File: config.mk
export PLATFORM = sky130hd
export DESIGN_NAME = sysref_margin_and_reset_init
export DESIGN_NICKNAME = d
export VERILOG_FILES = /design/src/rtl/margin_reset_pkg.sv /design/src/rtl/sysref_margin_and_reset_init.sv
export SDC_FILE = /design/constraint.sdc
export NUM_CORES = 1
export LEC_CHECK = 0
export ABC_AREA = 1
export BUFFER_PORTS_ARGS = -buffer_cell sky130_fd_sc_hd__clkbuf_2
export CORE_MARGIN = 10
export CORE_UTILIZATION = 59
export CTS_CLUSTER_SIZE = 8
export DETAILED_ROUTE_END_ITERATION = 8
export PLACE_DENSITY = 0.85
export SYNTH_ARGS = -nofsm -noshare
export SYNTH_HDL_FRONTEND = slang
export SYNTH_SLANG_ARGS = --single-unit
File: constraint.sdc
create_clock -name clock -period 3.9 [get_ports clock]
set_clock_uncertainty 0.15 [all_clocks]
set_input_delay 0.195 -clock clock [delete_from_list [all_inputs] [get_ports clock]]
set_output_delay 0.195 -clock clock [all_outputs]
set_load 0.01 [all_outputs]
File: src/rtl/margin_reset_pkg.sv
// Constants for the setup-margin register and digital reset sequencer
package margin_reset_pkg;
  localparam logic [11:0] ADDR_RESET       = 12'h000;
  localparam logic [11:0] ADDR_TRANSFER    = 12'h080;
  localparam logic [11:0] ADDR_SETUP_MARGIN = 12'h13c;
  localparam logic [7:0]  RESET_CMD        = 8'h3c;
  localparam logic [7:0]  TRANSFER_CMD     = 8'hff;
  localparam logic [7:0]  SETUP_MARGIN_RST = 8'h00;
  localparam int          MARGIN_LSB       = 5;
  localparam int          MARGIN_STEP_PS   = 35;
  localparam int          INIT_CYCLES      = 64;
  localparam int          CLOCK_PERIOD_PS  = 4000;

  typedef enum logic [2:0] {
    ST_INIT  = 3'b001,
    ST_RESET = 3'b010,
    ST_RUN   = 3'b100
  } init_state_t;

  function automatic logic [10:0] margin_ps(input logic [2:0] code);
    margin_ps = 11'(code) * 11'(MARGIN_STEP_PS);
  endfunction
endpackage

File: src/rtl/sysref_margin_and_reset_init.sv
// Setup-margin register, transfer staging and digital reset sequencer
`timescale 1ns/100ps
`default_nettype none
module sysref_margin_and_reset_init
  import margin_reset_pkg::*;
#(
  parameter int INIT_LEN = INIT_CYCLES
) (
  input  wire logic        clock,
  input  wire logic        reset,
  input  wire logic        clockEnable,
  input  wire logic        clockStable,
  input  wire logic        writeStrobe,
  input  wire logic        readStrobe,
  input  wire logic [11:0] regAddr,
  input  wire logic [7:0]  writeData,
  output var  logic [7:0]  readData,
  input  wire logic [10:0] setupSlackPs,
  input  wire logic        sysrefEvent,
  output var  logic        setupViolation,
  output var  logic [10:0] activeMarginPs,
  output var  logic        digitalReset,
  output var  logic        initDone,
  output var  logic        degradedStart
);
  // The init counter is sixteen bits wide
  initial begin
    if (INIT_LEN < 1) $error("INIT_LEN must be at least one");
    if (INIT_LEN > 65535) $error("INIT_LEN exceeds the init counter");
  end

  typedef struct packed {
    init_state_t state;
    logic [15:0] initCount;
    logic        degraded;
    logic [7:0]  resetStaged;
    logic [7:0]  resetActive;
    logic [7:0]  marginStaged;
    logic [7:0]  marginActive;
    logic        violation;
    logic [7:0]  readData;
  } state_t;

  // Power-on contents; margin and reset registers come up cleared
  localparam state_t STATE_RST = '{
    state:        ST_INIT,
    initCount:    16'h0000,
    degraded:     1'b0,
    resetStaged:  8'h00,
    resetActive:  8'h00,
    marginStaged: SETUP_MARGIN_RST,
    marginActive: SETUP_MARGIN_RST,
    violation:    1'b0,
    readData:     8'h00
  };

  // Shared address decode for both strobes
  function automatic logic addrHit(input logic strobe, input logic [11:0] addr, input logic [11:0] target);
    addrHit = strobe && (addr == target);
  endfunction

  state_t cur_reg;
  state_t cur_next;
  logic   wrTransfer;
  logic   wrReset;
  logic   wrMargin;
  logic   rdMapped;

  // Decode kept outside the state process so the checks can see it
  assign wrTransfer = addrHit(writeStrobe, regAddr, ADDR_TRANSFER) && writeData == TRANSFER_CMD;
  assign wrReset    = addrHit(writeStrobe, regAddr, ADDR_RESET);
  assign wrMargin   = addrHit(writeStrobe, regAddr, ADDR_SETUP_MARGIN);
  assign rdMapped   = addrHit(readStrobe, regAddr, ADDR_RESET) || addrHit(readStrobe, regAddr, ADDR_SETUP_MARGIN);

  always_comb begin
    cur_next = cur_reg;
    // Writes during power-up are ignored by the ST_INIT branch and are lost
    case (cur_reg.state)
      ST_INIT: begin
        // Power-up sequence; an unstable clock is remembered, not hidden
        if (!clockStable) cur_next.degraded = 1'b1;
        if (cur_reg.initCount == 16'(INIT_LEN - 1)) begin
          cur_next.state = ST_RUN;
          cur_next.initCount = '0;
        end else begin
          cur_next.initCount = cur_reg.initCount + 16'h0001;
        end
      end
      ST_RUN: begin
        // Staged copies only; active logic waits for the transfer
        if (wrReset) cur_next.resetStaged = writeData;
        if (wrMargin) cur_next.marginStaged = writeData;
        if (wrTransfer) begin
          cur_next.resetActive = cur_reg.resetStaged;
          cur_next.marginActive = cur_reg.marginStaged;
          if (cur_reg.resetStaged == RESET_CMD) cur_next.state = ST_RESET;
        end
      end
      ST_RESET: begin
        // Digital reset held until the clearing write is transferred
        cur_next.degraded = 1'b0;
        cur_next.marginStaged = SETUP_MARGIN_RST;
        cur_next.marginActive = SETUP_MARGIN_RST;
        // Margin writes are dropped here; only the reset and transfer registers listen
        if (wrReset) cur_next.resetStaged = writeData;
        if (wrTransfer) begin
          cur_next.resetActive = cur_reg.resetStaged;
          if (cur_reg.resetStaged != RESET_CMD) cur_next.state = ST_RUN;
        end
      end
      default: cur_next.state = ST_INIT;
    endcase
    // Flag threshold only; capture timing is untouched by the margin
    cur_next.violation = sysrefEvent &&
      (setupSlackPs < margin_ps(cur_reg.marginActive[7:MARGIN_LSB]));
    // Transfer register is write-only and reads as zero
    if (readStrobe) begin
      case (regAddr)
        ADDR_RESET:        cur_next.readData = cur_reg.resetStaged;
        ADDR_SETUP_MARGIN: cur_next.readData = cur_reg.marginStaged;
        default:           cur_next.readData = 8'h00;
      endcase
    end
  end

  always_ff @(posedge clock or posedge reset) begin
    if (reset) begin
      cur_reg <= STATE_RST;
    end else if (clockEnable) begin
      cur_reg <= cur_next;
    end
  end

  assign readData       = cur_reg.readData;
  assign setupViolation = cur_reg.violation;
  assign activeMarginPs = margin_ps(cur_reg.marginActive[7:MARGIN_LSB]);
  assign digitalReset   = cur_reg.state == ST_RESET;
  assign initDone       = cur_reg.state != ST_INIT;
  assign degradedStart  = cur_reg.degraded;

  chk_margin_holds: assert property (@(posedge clock) disable iff (reset)
    (clockEnable && !wrTransfer && cur_reg.state == ST_RUN) |=> $stable(activeMarginPs))
    else $error("active margin changed without transfer");
  chk_margin_scale: assert property (@(posedge clock) disable iff (reset)
    cur_reg.marginActive[7:5] == 3'b111 |-> activeMarginPs == 11'h0f5)
    else $error("margin code 7 not 245 ps");
  chk_flag_threshold: assert property (@(posedge clock) disable iff (reset)
    (clockEnable && !sysrefEvent) |=> !setupViolation)
    else $error("flag raised without event");
  chk_reset_entry: assert property (@(posedge clock) disable iff (reset)
    (clockEnable && cur_reg.state == ST_RUN && wrTransfer && cur_reg.resetStaged == RESET_CMD) |=> digitalReset)
    else $error("reset not entered");
  chk_reset_clears: assert property (@(posedge clock) disable iff (reset)
    (clockEnable && digitalReset && wrTransfer && cur_reg.resetStaged == 8'h00) |=> !digitalReset)
    else $error("reset not released");
  chk_degraded_seen: assert property (@(posedge clock) disable iff (reset)
    (clockEnable && !initDone && !clockStable) |=> degradedStart)
    else $error("unstable clock not flagged");
  chk_reset_default: assert property (@(posedge clock) disable iff (reset)
    $fell(reset) |-> cur_reg.marginStaged == 8'h00)
    else $error("margin default wrong");
  chk_reset_restart: assert property (@(posedge clock) disable iff (reset)
    (clockEnable && digitalReset) |=> !degradedStart)
    else $error("degraded not cleared");

  // Clock enable, power-up and register access
  chk_freeze_state: assert property (@(posedge clock) disable iff (reset)
    !clockEnable |=> $stable(cur_reg))
    else $error("state moved while clock enable low");
  chk_init_writes: assert property (@(posedge clock) disable iff (reset)
    (clockEnable && !initDone && writeStrobe) |=> $stable(cur_reg.marginStaged) && $stable(cur_reg.resetStaged))
    else $error("write taken during power-up");
  chk_init_length: assert property (@(posedge clock) disable iff (reset)
    (clockEnable && !initDone && cur_reg.initCount == 16'(INIT_LEN - 1)) |=> initDone)
    else $error("power-up did not end");
  chk_init_count: assert property (@(posedge clock) disable iff (reset)
    !initDone |-> cur_reg.initCount < 16'(INIT_LEN))
    else $error("init counter overran");
  chk_run_clean: assert property (@(posedge clock) disable iff (reset)
    (clockEnable && initDone && !degradedStart) |=> !degradedStart)
    else $error("degraded set after power-up");
  chk_margin_staged: assert property (@(posedge clock) disable iff (reset)
    (clockEnable && initDone && !digitalReset && wrMargin) |=> cur_reg.marginStaged == $past(writeData))
    else $error("margin write not staged");
  chk_read_margin: assert property (@(posedge clock) disable iff (reset)
    (clockEnable && addrHit(readStrobe, regAddr, ADDR_SETUP_MARGIN)) |=> readData == $past(cur_reg.marginStaged))
    else $error("margin read wrong");
  chk_read_unmapped: assert property (@(posedge clock) disable iff (reset)
    (clockEnable && readStrobe && !rdMapped) |=> readData == 8'h00)
    else $error("unmapped read not zero");
  chk_read_holds: assert property (@(posedge clock) disable iff (reset)
    !readStrobe |=> $stable(readData))
    else $error("read data moved without read");
  chk_write_unmapped: assert property (@(posedge clock) disable iff (reset)
    (clockEnable && writeStrobe && !wrReset && !wrMargin) |=> $stable(cur_reg.marginStaged) && $stable(cur_reg.resetStaged))
    else $error("unmapped write changed a register");
  chk_transfer_copy: assert property (@(posedge clock) disable iff (reset)
    (clockEnable && initDone && !digitalReset && wrTransfer) |=> cur_reg.marginActive == $past(cur_reg.marginStaged))
    else $error("transfer did not copy margin");

  // Margin scale and flag
  chk_code_zero: assert property (@(posedge clock) disable iff (reset)
    cur_reg.marginActive[7:5] == 3'b000 |-> activeMarginPs == 11'h000)
    else $error("margin code 0 not zero");
  chk_margin_step: assert property (@(posedge clock) disable iff (reset)
    activeMarginPs == 11'(cur_reg.marginActive[7:5]) * 11'h023)
    else $error("margin not 35 ps per code");
  chk_violation_set: assert property (@(posedge clock) disable iff (reset)
    (clockEnable && sysrefEvent && setupSlackPs < activeMarginPs) |=> setupViolation)
    else $error("violation not flagged");

  // Digital reset
  chk_reset_holds: assert property (@(posedge clock) disable iff (reset)
    (clockEnable && digitalReset && !wrTransfer) |=> digitalReset)
    else $error("reset dropped without transfer");
  chk_reset_margin: assert property (@(posedge clock) disable iff (reset)
    (clockEnable && digitalReset) |=> activeMarginPs == 11'h000 && cur_reg.marginStaged == 8'h00)
    else $error("reset left a margin in place");
  cov_init_done: cover property (@(posedge clock) disable iff (reset) $rose(initDone));
  cov_reset_seq: cover property (@(posedge clock) disable iff (reset) $fell(digitalReset));
  cov_violation: cover property (@(posedge clock) disable iff (reset) setupViolation);
  cov_degraded: cover property (@(posedge clock) disable iff (reset) $rose(degradedStart));
  cov_frozen: cover property (@(posedge clock) disable iff (reset) !clockEnable ##1 clockEnable);
endmodule // sysref_margin_and_reset_init
`default_nettype wire

* Word level (Yosys, flattened, before mapping)
Index checks and enable logic that the tools add are counted.
** Storage, ports and cells
- Register bits after elaboration :: 61
- Input bits :: 38
- Output and inout port bits :: 23
- Logic and storage cells :: 59
** Cells by class
- Add/subtract/negate cells :: 1
- Multiply operators :: 1
- Order comparisons :: 1
- Eq/ne operators :: 17
- Muxes and demuxes :: 15
- Reductions and logical operators :: 15
** Operators by type and width (count)
- one-hot mux 32 bit (2 select lines) :: 1
- 2-to-1 mux 8 bit :: 4
- adder 16 x 1 -> 16 bit, second input constant :: 1
- == test 16 x 6 -> 1 bit, second input constant :: 1
- 2-to-1 mux 16 bit :: 1
- one-hot mux 8 bit (2 select lines) :: 1
- 2-to-1 mux 3 bit :: 5
- == test 12 x 8 -> 1 bit, second input constant :: 1
- == test 12 x 9 -> 1 bit, second input constant :: 1
- logical NOT 12 bit :: 1
- less-than comparator 11 x 9 -> 1 bit :: 1
- != test 2 bit, second input constant :: 5
- multiplier 3 x 6 -> 9 bit, second input constant :: 1
- one-hot mux 3 bit (3 select lines) :: 1
- AND reduction 3 bit :: 3
- == test 8 x 6 -> 1 bit, second input constant :: 1
- == test 8 bit, second input constant :: 1
- != test 8 x 6 -> 1 bit, second input constant :: 1
- AND reduction 2 bit :: 3
- AND reduction 6 bit :: 1
- logical AND 1 bit :: 5
- != test 2 x 1 -> 1 bit, second input constant :: 2
- nonzero test 2 bit :: 2
- == test 3 x 1 -> 1 bit, second input constant :: 1
- other kinds (5) :: 5

* Longest topological paths before layout
Gate-level depths: netlist of run 1.
- Depth after elaboration :: 5
- Gate-level depth with buffers :: 12
- Depth with buffers taken out :: 12

* Worst setup path before layout of run 1
No wires, ideal clock.
- Path kind :: register -> register
- From :: register cur_reg[15] (netlist name)
- To :: register cur_reg (netlist bit setupViolation)
- Library setup time :: 0.118 ns
- Arrival :: 1.867 ns
- Data required time :: 3.632 ns
- Path slack :: 1.765 ns
- Cell stages (with the launch flop) :: 13
- Buffers on the path :: 0
- Clock period less this slack :: 2.135 ns
- Cell sequence :: dfrtp_1 inv_1 ha_1 inv_1 ha_1 ha_1 inv_1 ha_1 nand2_1 nor2_1 nand3_1 nand4_1 nand2_1
** Between the ends
- Word-level cells in the longest chain between the ends :: 3
** Ends and longest elaborated chain
- start: declaration :: RTL line sysref_margin_and_reset_init.sv:62 : state_t cur_reg;
- start signal: assignment :: RTL line sysref_margin_and_reset_init.sv:130 : cur_reg <= cur_next;
- multiplier 3 x 6 -> 9 bit
- via activeMarginPs[3] :: RTL line sysref_margin_and_reset_init.sv:21 : output var logic [10:0] activeMarginPs,
- less-than comparator 11 x 9 -> 1 bit :: RTL line sysref_margin_and_reset_init.sv:115 : (setupSlackPs < margin_ps(cur_reg.marginActive[7:MARGIN_LSB]));
- logical AND 1 bit :: RTL line sysref_margin_and_reset_init.sv:114 : cur_next.violation = sysrefEvent &&
The timed path passes the listed nets, and every way through them passes these cells.
A chain may end at the register's enable or synchronous reset.

* Worst setup path after layout of run 1
- From :: register cur_reg[15] (netlist name)
- To :: register cur_reg (netlist bit setupViolation)
** Between the ends
- Word-level cells in the longest chain between the ends :: 3
** Ends and longest elaborated chain
- multiplier 3 x 6 -> 9 bit :: RTL line margin_reset_pkg.sv:21 : margin_ps = 11'(code) * 11'(MARGIN_STEP_PS);
- less-than comparator 11 x 9 -> 1 bit :: RTL line sysref_margin_and_reset_init.sv:115
- logical AND 1 bit :: RTL line sysref_margin_and_reset_init.sv:114
No other way between the ends.

==> results.md, run 1 <==
Status:
- The run finished with clean final reports.

Drt:
- After detailed routing, the number of vias per cell comes to between 5 and 6.
- The total wirelength of the detailed-routed design is around 6500 um.
- For this block, the initial DRC count from the detailed router was between 150 and 200.
- The count of antenna-violating nets left after detailed routing is 0.
- For this block, the via count after detailed routing is about 2600.
- The residual DRC count is 0.
- The post-detailed-route wirelength per cell is 12.93 um.
- The first TritonRoute pass finished after 4 iterations.

Floorplanning:
- The initial core utilization is 60.97%.
- The height of the die is 90.10 um.
- The number of I/O pins is between 60 and 70.
- The die outline area is 8117 um2.
- The cell row count is 25.
- The die extent in x is around 90 um.
- The placeable core region is 4755 um2.

Hold path:
- The worst hold path belongs to the class in2reg.

CTS:
- The buffer depth of the longest clock path is 2.
- The count of H-tree levels built during CTS is 2.
- The clock sink count is 48.
- Clock-pin slew was measured on the worst setup and hold paths at approximately 80 ps.
- The clock tree from TritonCTS is yes.
- For the worst-skew pair, the clock arrives at the later sink with an insertion delay of approximately 300 ps.
- TritonCTS created 5 clock buffers.
- The CTS root buffer is sky130_fd_sc_hd__clkbuf_8.
- The post-cts sizing count is 0.

Run:
- The number of max-capacitance violations reported is 0.

Yosys:
- Of the synthesized area, sequential elements account for 41.48%.
- In this run the cell area of the synthesized design comes to between 2000 and 3000 um2.
- The number of distinct library cell variants in the gate-level netlist after synthesis is 31.
- The count of yosys warnings during synthesis is 0.
- Of all flip-flops after synthesis, the portion carrying an async set or reset was 100.0%.
- The flip-flop cell with the highest count after synthesis is sky130_fd_sc_hd__dfrtp_1.
- Synthesis handed over a netlist of roughly 380 instances.
- The count of flip-flops with a built-in enable after synthesis is 0.
- The register bit total from synthesis is 48.
- The post-synthesis area per instance is 7.550 um2.
- The share of synthesized area in the top cell type comes to ~41%.
- The synthesized design spends more area on one cell type than any other, namely sky130_fd_sc_hd__dfrtp_1.
- By area the synthesized netlist is led by sky130_fd_sc_hd__dfrtp_1 41%, sky130_fd_sc_hd__nand2_1 14%, sky130_fd_sc_hd__nor2_1 6.1%.

Timing:
- The count of final setup violators is 0.
- For the pin with the worst max-slew slack, the measured transition is ~980 ps.
- The final critical path takes up a little under three fifths of the cycle.
- Setup repair after global routing left no endpoint under its margin.
- The smallest clock period supported by the final layout is computed as approximately 2200 ps.
- Setup total negative slack on the finished layout was measured at 0 ps.
- The number of pins with negative max-slew slack in the final report is 0.
- The hold violation total from the final report is 0.
- Headroom to the max-slew limit came out at 34.74%.
- For this run, the top clock speed supported by timing is 0.4499 GHz.

Finish:
- The top cell types in the final layout, fill and taps aside, are 106 x sky130_fd_sc_hd__nand2_1, 57 x sky130_fd_sc_hd__clkbuf_2, 47 x sky130_fd_sc_hd__nor2_1, 47 x sky130_fd_sc_hd__dfrtp_1, 39 x sky130_fd_sc_hd__inv_1.
- The ratio of cells with drive above 1 in the final layout is between 10% and 20%.
- Leaving out fill and tap cells, the most frequent cell in the layout is sky130_fd_sc_hd__nand2_1.
- The area growth from synthesis to layout is 12.86%.
- Measured on the finished design, the core utilization comes to 68.82%.
- 0 antenna diodes ended up in the layout.
- At the end of the flow, the number of nets in the layout was approximately 480.
- The finished layout cell area is between 3000 and 4000 um2.
- The number of flip-flops under the largest register name is 38.

Worst setup path:
- At the worst endpoint, the arrival time is about 2300 ps.
- The highest net fanout along the worst path is 5.
- The cell with the most instances on the worst path is sky130_fd_sc_hd__ha_1.
- STA classifies the critical path startpoint as a flop.
- The worst endpoint required time is 3990 ps.
- The signal on the critical path passes through inv_1, ha_1, inv_1, ha_1, ha_1, nor2_1, ha_1, a21oi_1, o21ai_0, a21oi_1, nand4_1, nand2_1.
- The slowest cell on the critical path is sky130_fd_sc_hd__dfrtp_1.
- The largest single stage delay on the critical path is about 410 ps.
- The element type at the critical path end is a flop.
- The worst setup path category is reg2reg.

Place:
- The half-perimeter wire length after detailed placement is between 4000 and 5000 um.
- At the end of routability-driven placement, the weighted congestion stood at 0.8871.
- The placed instances occupy a cell area of roughly 3100 um2.
- Port buffering added 57 buffers.

GRT:
- Global routing consumed, over all layers together, ~16% of the routing resources.
- The pin count of the biggest net entering global routing is between 40 and 50.
- The via count of the first global-routing pass is approximately 2400.
- After global routing the overflow that remains totals 0.
- The wire length of the first global-routing pass is 10900 um.
- The initial antenna violation count is 0.

Power and ir drop:
- The static leakage power is between 0.0015 and 0.002 uW.
- For this design the ratio of total power to cell area is roughly 500 nW/um2.
- The maximum vdd drop is 0.2559 mV.
worst max-delay path, delay by kind of cell (launching register included):
family | cells | cell delay [ps]
DFF | 1 | 410
AOI/OAI and AO/OA | 3 | 320
adders and majority gates | 4 | 890
buffers and inverters | 2 | 130
and+or+nand+nor | 3 | 260
power breakdown:
| part | leakage (uW) | internal, uW | switching, uW |
|---|---|---|---|
| Sequential | 0.000584 | 614 | 97.9 |
| Combinational | 0.00110 | 219 | 355 |
| Clock | 0.0000552 | 190 | 163 |
| Total | 0.00174 | 1020 | 616 |
repair_timing:
action	CTS	global route
hold buffers	3	0
buffers inserted	0	0
hold endpoints to repair	32	0
cells in the mapped netlist, drive strengths merged (2+ instances only):
cell,count
inv,46
a31oi,8
nand3,32
a21oi,14
nand4,8
clkbuf,2
o21ai,12
buf,18
nor2,50
nor3,8
ha,13
nand2,112
dfrtp,47
xor2,7
layout make-up:
type                            instances  area [um2]
Fill cell                             418        1483
Multi-Input combinational cell        272        1388
Sequential cell                        48        1202
Timing Repair Buffer                   60       315.3
Inverter                               46       175.2
Tap cell                               67       83.83
Clock buffer                            6       72.57
Clock inverter                          2       35.03
metal layers:
layer  wire length, um  up-vias  global-route usage [%]
met5                 0        -                       0
met4                61        0                   4.377
met3               447        6                   4.239
met2              3076       76                   26.33
met1              2894     1176                   19.40
li1                  -     1310                       -
per-stage QoR:
stage	hold slack (ps)	worst slack [ps]	instances	total power, uW
6_report	7.055	1677	501	1639
3_5_place_dp	293.9	1672	490	1297
2_1_floorplan	182.7	1765	386	1147
5_1_grt	18.06	1471	501	1769
4_1_cts	3.057	1663	501	1650
3_3_place_gp	298.8	1741	490	1266
kinds of logic (layout without fill, tap and decap cells):
group	count (synthesis)	in the layout	synth area share, %
AOI/OAI and AO/OA	35	35	6.517
xor gates and xnor gates	7	7	2.115
adders and majority gates	13	13	5.611
buffers and inverters	66	114	10.92
DFF	48	48	41.48
other	1	3	0.1294
and+or+nand+nor	214	214	33.23
final timing paths:
path / depth (start not counted) / to / start / slack, ps
worst max-delay path: 12 / setupViolation / cur_reg[15] / 1680
worst min-delay path: 3 / cur_reg[18] / writeData[1] / 7
worst max register to register: 12 / setupViolation / cur_reg[15] / 1680
worst min register to register: 2 / cur_reg[18] / cur_reg[18] / 330
max in group asynchronous: 3 / cur_reg[15] / reset / 2490
min in group asynchronous: 3 / readData[2] / reset / 500
(Power assumes the default switching activity.)
==> run 2, diff against run 1 <==
--- a/config.mk
+++ b/config.mk
@@ -5,13 +5,13 @@
 export SDC_FILE = /design/constraint.sdc
 export NUM_CORES = 1
 export LEC_CHECK = 0
-export ABC_AREA = 1
+export ABC_AREA = 0
 export BUFFER_PORTS_ARGS = -buffer_cell sky130_fd_sc_hd__clkbuf_2
 export CORE_MARGIN = 10
-export CORE_UTILIZATION = 59
+export CORE_UTILIZATION = 54
 export CTS_CLUSTER_SIZE = 8
 export DETAILED_ROUTE_END_ITERATION = 8
-export PLACE_DENSITY = 0.85
+export PLACE_DENSITY = 0.8
 export SYNTH_ARGS = -nofsm -noshare
 export SYNTH_HDL_FRONTEND = slang
 export SYNTH_SLANG_ARGS = --single-unit
==> constraint.sdc (replaced) <==
create_clock -name clock -period 2.3 [get_ports clock]
set_clock_uncertainty 0.15 [all_clocks]
set_input_delay 0.115 -clock clock [delete_from_list [all_inputs] [get_ports clock]]
set_output_delay 0.115 -clock clock [all_outputs]
set_load 0.01 [all_outputs]
==> run 2 against run 1 <==
Hold slack gained 5.3 ps. Synthesized cell count fell by 32%. The flow now finishes with violations (setup timing). Area after synthesis decreased by 7.4%. Highest routed layer unchanged. Clock-buffer cell count up 1. Largest cell class unchanged. Via count down 14%.
==> results.md, run 2 <==
Finish:
- The number of nets in the layout is ~380.
- The number of flip-flops under the largest register name is 38.
- The synthesis-to-layout area growth is 23.90%.
- 0 antenna diodes ended up in the layout.
- The number of standard cells in the layout, taps in and fillers out is around 400.
- The leading cell type in the layout, fill and taps excluded is sky130_fd_sc_hd__clkbuf_2.
- The ratio of cells with drive above 1 in the final layout is 34.13%.
- Leaving out fill and tap cells, the most frequent cells in the layout are 57 x sky130_fd_sc_hd__clkbuf_2, 47 x sky130_fd_sc_hd__dfrtp_1, 19 x sky130_fd_sc_hd__buf_4, 18 x sky130_fd_sc_hd__nor2_1, 15 x sky130_fd_sc_hd__nand2_1.
- The finished layout cell area is around 3300 um2.

GRT:
- The aggregate global routing overflow is 0.
- The global routing usage summed across all routing layers is between 10% and 20%.
- The first global-routing pass estimated between 10000 and 15000 um of wire.
- The initial antenna violation count is 0.
- The via count of the first global-routing pass is around 2300.
- Entering global routing, the biggest net connects 31 pins.

CTS:
- The clock sink count is 48.
- Clock tree synthesis selected as its root buffer the cell sky130_fd_sc_hd__clkbuf_8.
- The buffer depth of the longest clock path is 2.
- TritonCTS built the clock tree.
- The count of H-tree levels built during CTS is 2.
- The clock slew seen by the registers of the worst setup and hold paths is roughly 90 ps.
- The clock latency on the worst-skew pair is around 300 ps.
- The number of buffers added by the clock tree synthesis step is 5.

Floorplanning:
- The number of I/O pins is 61.
- The floorplan step set the die height to 90.52 um.
- The cell row count is 25.
- In this run the horizontal extent of the chip is 90.52 um.
- The region available for standard cell placement spans roughly 4800 um2.
- The die outline area is about 8000 um2.
- Once the floorplan was initialized, standard cells occupied 56.10% of the core.

Place:
- At the end of routability-driven placement, the weighted congestion stood at ~0.85.
- The number of instances in the placed design is 380.
- The half-perimeter wire length after detailed placement is between 4000 and 5000 um.
- The worst setup slack after placement is -144.4 ps.
- The placed instance area is just over 3000 um2.
- The count of input and output buffers is 57.

Drt:
- The total wirelength of the detailed-routed design is 6288 um.
- After detailed routing, the number of remaining DRC violations is 0.
- The number of vias per cell after detailed routing is 5.526.
- Detailed routing inserted a total of around 2200 vias.
- The post-detailed-route wirelength per cell is 15.68 um.
- The count of antenna-violating nets left after detailed routing is 0.
- For this block, the initial DRC count from the detailed router was between 100 and 150.
- The detailed-router iteration count before antenna repair is 4.

Power and ir drop:
- The ratio of total power to cell area is roughly 470 nW/um2.
- The switching component of the power is roughly 380 uW.
- Net switching is between 20 and 25% of the power.
- The share of total power in sequential cells is between 50 and 60%.
- The maximum vdd drop is roughly 0.34 mV.
- The share of total power dissipated in the clock network is between 30% and 40%.
- The power share of the combinational group is 10.5%.
- The static leakage power is between 0.0015 and 0.002 uW.
- Internal power comes to around 1200 uW.

Timing:
- Adding up every negative setup slack in the final design gives -9.122 ps.
- For the pin with the worst max-slew slack, the measured transition is approximately 630 ps.
- The hold violation total from the final report is 0.
- Subtracting the final worst setup slack from the clock period gives between 2000 and 2500 ps.
- Setup repair after global routing could not meet its margin everywhere.
- Final hold analysis gives a worst-case slack of between 10 and 15 ps.
- Once routing completed, OpenROAD measured the worst setup slack at -9.122 ps.
- The relative max-transition margin is 57.80%.
- The post-route clock period utilization is 100.4%.
- The maximum clock rate is approximately 0.43 GHz.
- The number of pins with negative max-slew slack in the final report was 0.
- Setup violations remaining at the end of the flow were counted as 1.

Worst setup path:
- Of all nets on the critical path, the largest fanout is 2.
- STA classifies the critical path startpoint as a flop.
- The worst setup path is captured at a flop.
- The worst setup path category is reg2reg.
- The data arrival time of the worst path is ~2400 ps.
- STA puts the critical path data required time at 2390 ps.

Status:
- The run finished, with violations left.
- The final reports fail on setup timing.

Yosys:
- The flip-flop cell with the highest count after synthesis is sky130_fd_sc_hd__dfrtp_1.
- The most common cell in the synthesized netlist is sky130_fd_sc_hd__dfrtp_1.
- The synthesized design devotes to its leading area cell type 43.80% of total area.
- The average instance in the mapped netlist occupies 10.25 um2.
- The async set or reset register ratio after synthesis is 100.0%.
- The number of instances in the synthesized netlist is between 200 and 300.
- During synthesis, Yosys emitted a total of 0 warnings.
- The register bit total from synthesis is 48.
- The number of different library cells used by synthesis comes to 49.
- After synthesis, the most frequently instantiated cells are 47 x sky130_fd_sc_hd__dfrtp_1, 19 x sky130_fd_sc_hd__nor2_1, 16 x sky130_fd_sc_hd__buf_4.
- The largest area contributor in the synthesized netlist is sky130_fd_sc_hd__dfrtp_1.
- After synthesis the cells add up to roughly 2700 um2.
- The count of flip-flops with a built-in enable after synthesis is 0.
- Sequential cells were found to cover roughly 45% of the synthesized design area.
- By area the synthesized netlist is led by sky130_fd_sc_hd__dfrtp_1 44%, sky130_fd_sc_hd__ha_1 6.1%, sky130_fd_sc_hd__buf_4 4.5%.

Run:
- The number of max-capacitance violations reported is 0.

Hold path:
- The path class of the tightest hold or removal check is in2reg.
## run 2: changes by cell type after synthesis, moves of 9 or more
cell,previous run,this run
sky130_fd_sc_hd__nand3_1,29,7
sky130_fd_sc_hd__nand2_1,106,15
sky130_fd_sc_hd__inv_1,40,12
sky130_fd_sc_hd__a22o_1,0,11
sky130_fd_sc_hd__nor2_1,47,19
sky130_fd_sc_hd__xnor2_1,0,9
## run 2: worst paths after layout
kind | startpoint | endpoint | slack (ps) | cells past startpoint
max reg2reg | cur_reg[15] | setupViolation | -9 | 11
min | clockStable | degradedStart | 10 | 4
min reg2reg | cur_reg[57] | cur_reg[57] | 330 | 1
max in group asynchronous | reset | cur_reg[58] | 1060 | 4
min in group asynchronous | reset | readData[3] | 270 | 3
max | cur_reg[15] | setupViolation | -9 | 11
## run 2: critical path: stages, from the launching register on
cell	delay, ps
sky130_fd_sc_hd__dfrtp_1	370
sky130_fd_sc_hd__inv_2	60
sky130_fd_sc_hd__ha_4	260
sky130_fd_sc_hd__inv_2	40
sky130_fd_sc_hd__ha_4	150
sky130_fd_sc_hd__ha_4	160
sky130_fd_sc_hd__nor2_4	120
sky130_fd_sc_hd__ha_4	210
sky130_fd_sc_hd__a21o_1	150
sky130_fd_sc_hd__a211o_1	260
sky130_fd_sc_hd__o221ai_2	150
sky130_fd_sc_hd__a41o_1	170
## run 2: what timing repair did
| action | 4_1_cts | 5_1_grt |
|---|---|---|
| setup endpoints to repair | 1 | 6 |
| pin swaps | 11 | 5 |
| hold buffers | 10 | 0 |
| setup buffers | 3 | 0 |
| resized for setup | 8 | 1 |
| endpoints found under the hold margin | 45 | 0 |
## run 2: cells by family (layout without fill, tap and decap cells)
group / count (synthesis) / after routing / share of synthesized area (%)
XOR/XNOR: 12 / 12 / 3.915
AND/OR/NAND/NOR: 93 / 93 / 20.78
flip-flops: 48 / 48 / 44.78
multiplexers: 8 / 8 / 3.355
AO/OA/AOI/OAI: 51 / 51 / 13.70
buffers and inverters: 36 / 106 / 7.269
other: 1 / 3 / 0.1397
adder cells (fa/ha/maj): 13 / 13 / 6.058
## run 2: final cells by class
| cell class | count | area, um2 |
|---|---|---|
| inverter | 12 | 45.04 |
| timing repair buffer | 86 | 528.0 |
| multi-input combinational | 180 | 1374 |
| fill | 369 | 1459 |
| tap | 67 | 83.83 |
| clock inverter | 1 | 7.507 |
| clock buffer | 7 | 86.33 |
| sequential | 48 | 1202 |
## run 2: through the flow
| stage | total power, uW | utilization (%) |
|---|---|---|
| after floorplan | 980.8 | - |
| after global placement | 1028 | 64.08 |
| after detailed placement | 1033 | 64.08 |
| after CTS | 1561 | 69.52 |
| after global routing | 1624 | 69.52 |
| final | 1553 | 69.52 |
## run 2: layer usage
metal	track usage (%)	wire [um]	share of wire (%)	vias to the layer above
met2	25.12	2929	47	73
met4	4.642	83	1.3	0
met5	0	0	0	-
met1	20.34	2875	46	1067
li1	-	-	-	1069
met3	4.406	400	6.4	7
## run 2: power groups by stage
stage / Combinational (uW) / Sequential (uW) / Clock [uW]
2_1_floorplan: 97.3 / 883 / 0
6_report: 163 / 868 / 522
3_3_place_gp: 144 / 884 / 0
3_5_place_dp: 148 / 885 / 0
5_1_grt: 183 / 872 / 569
4_1_cts: 164 / 868 / 528
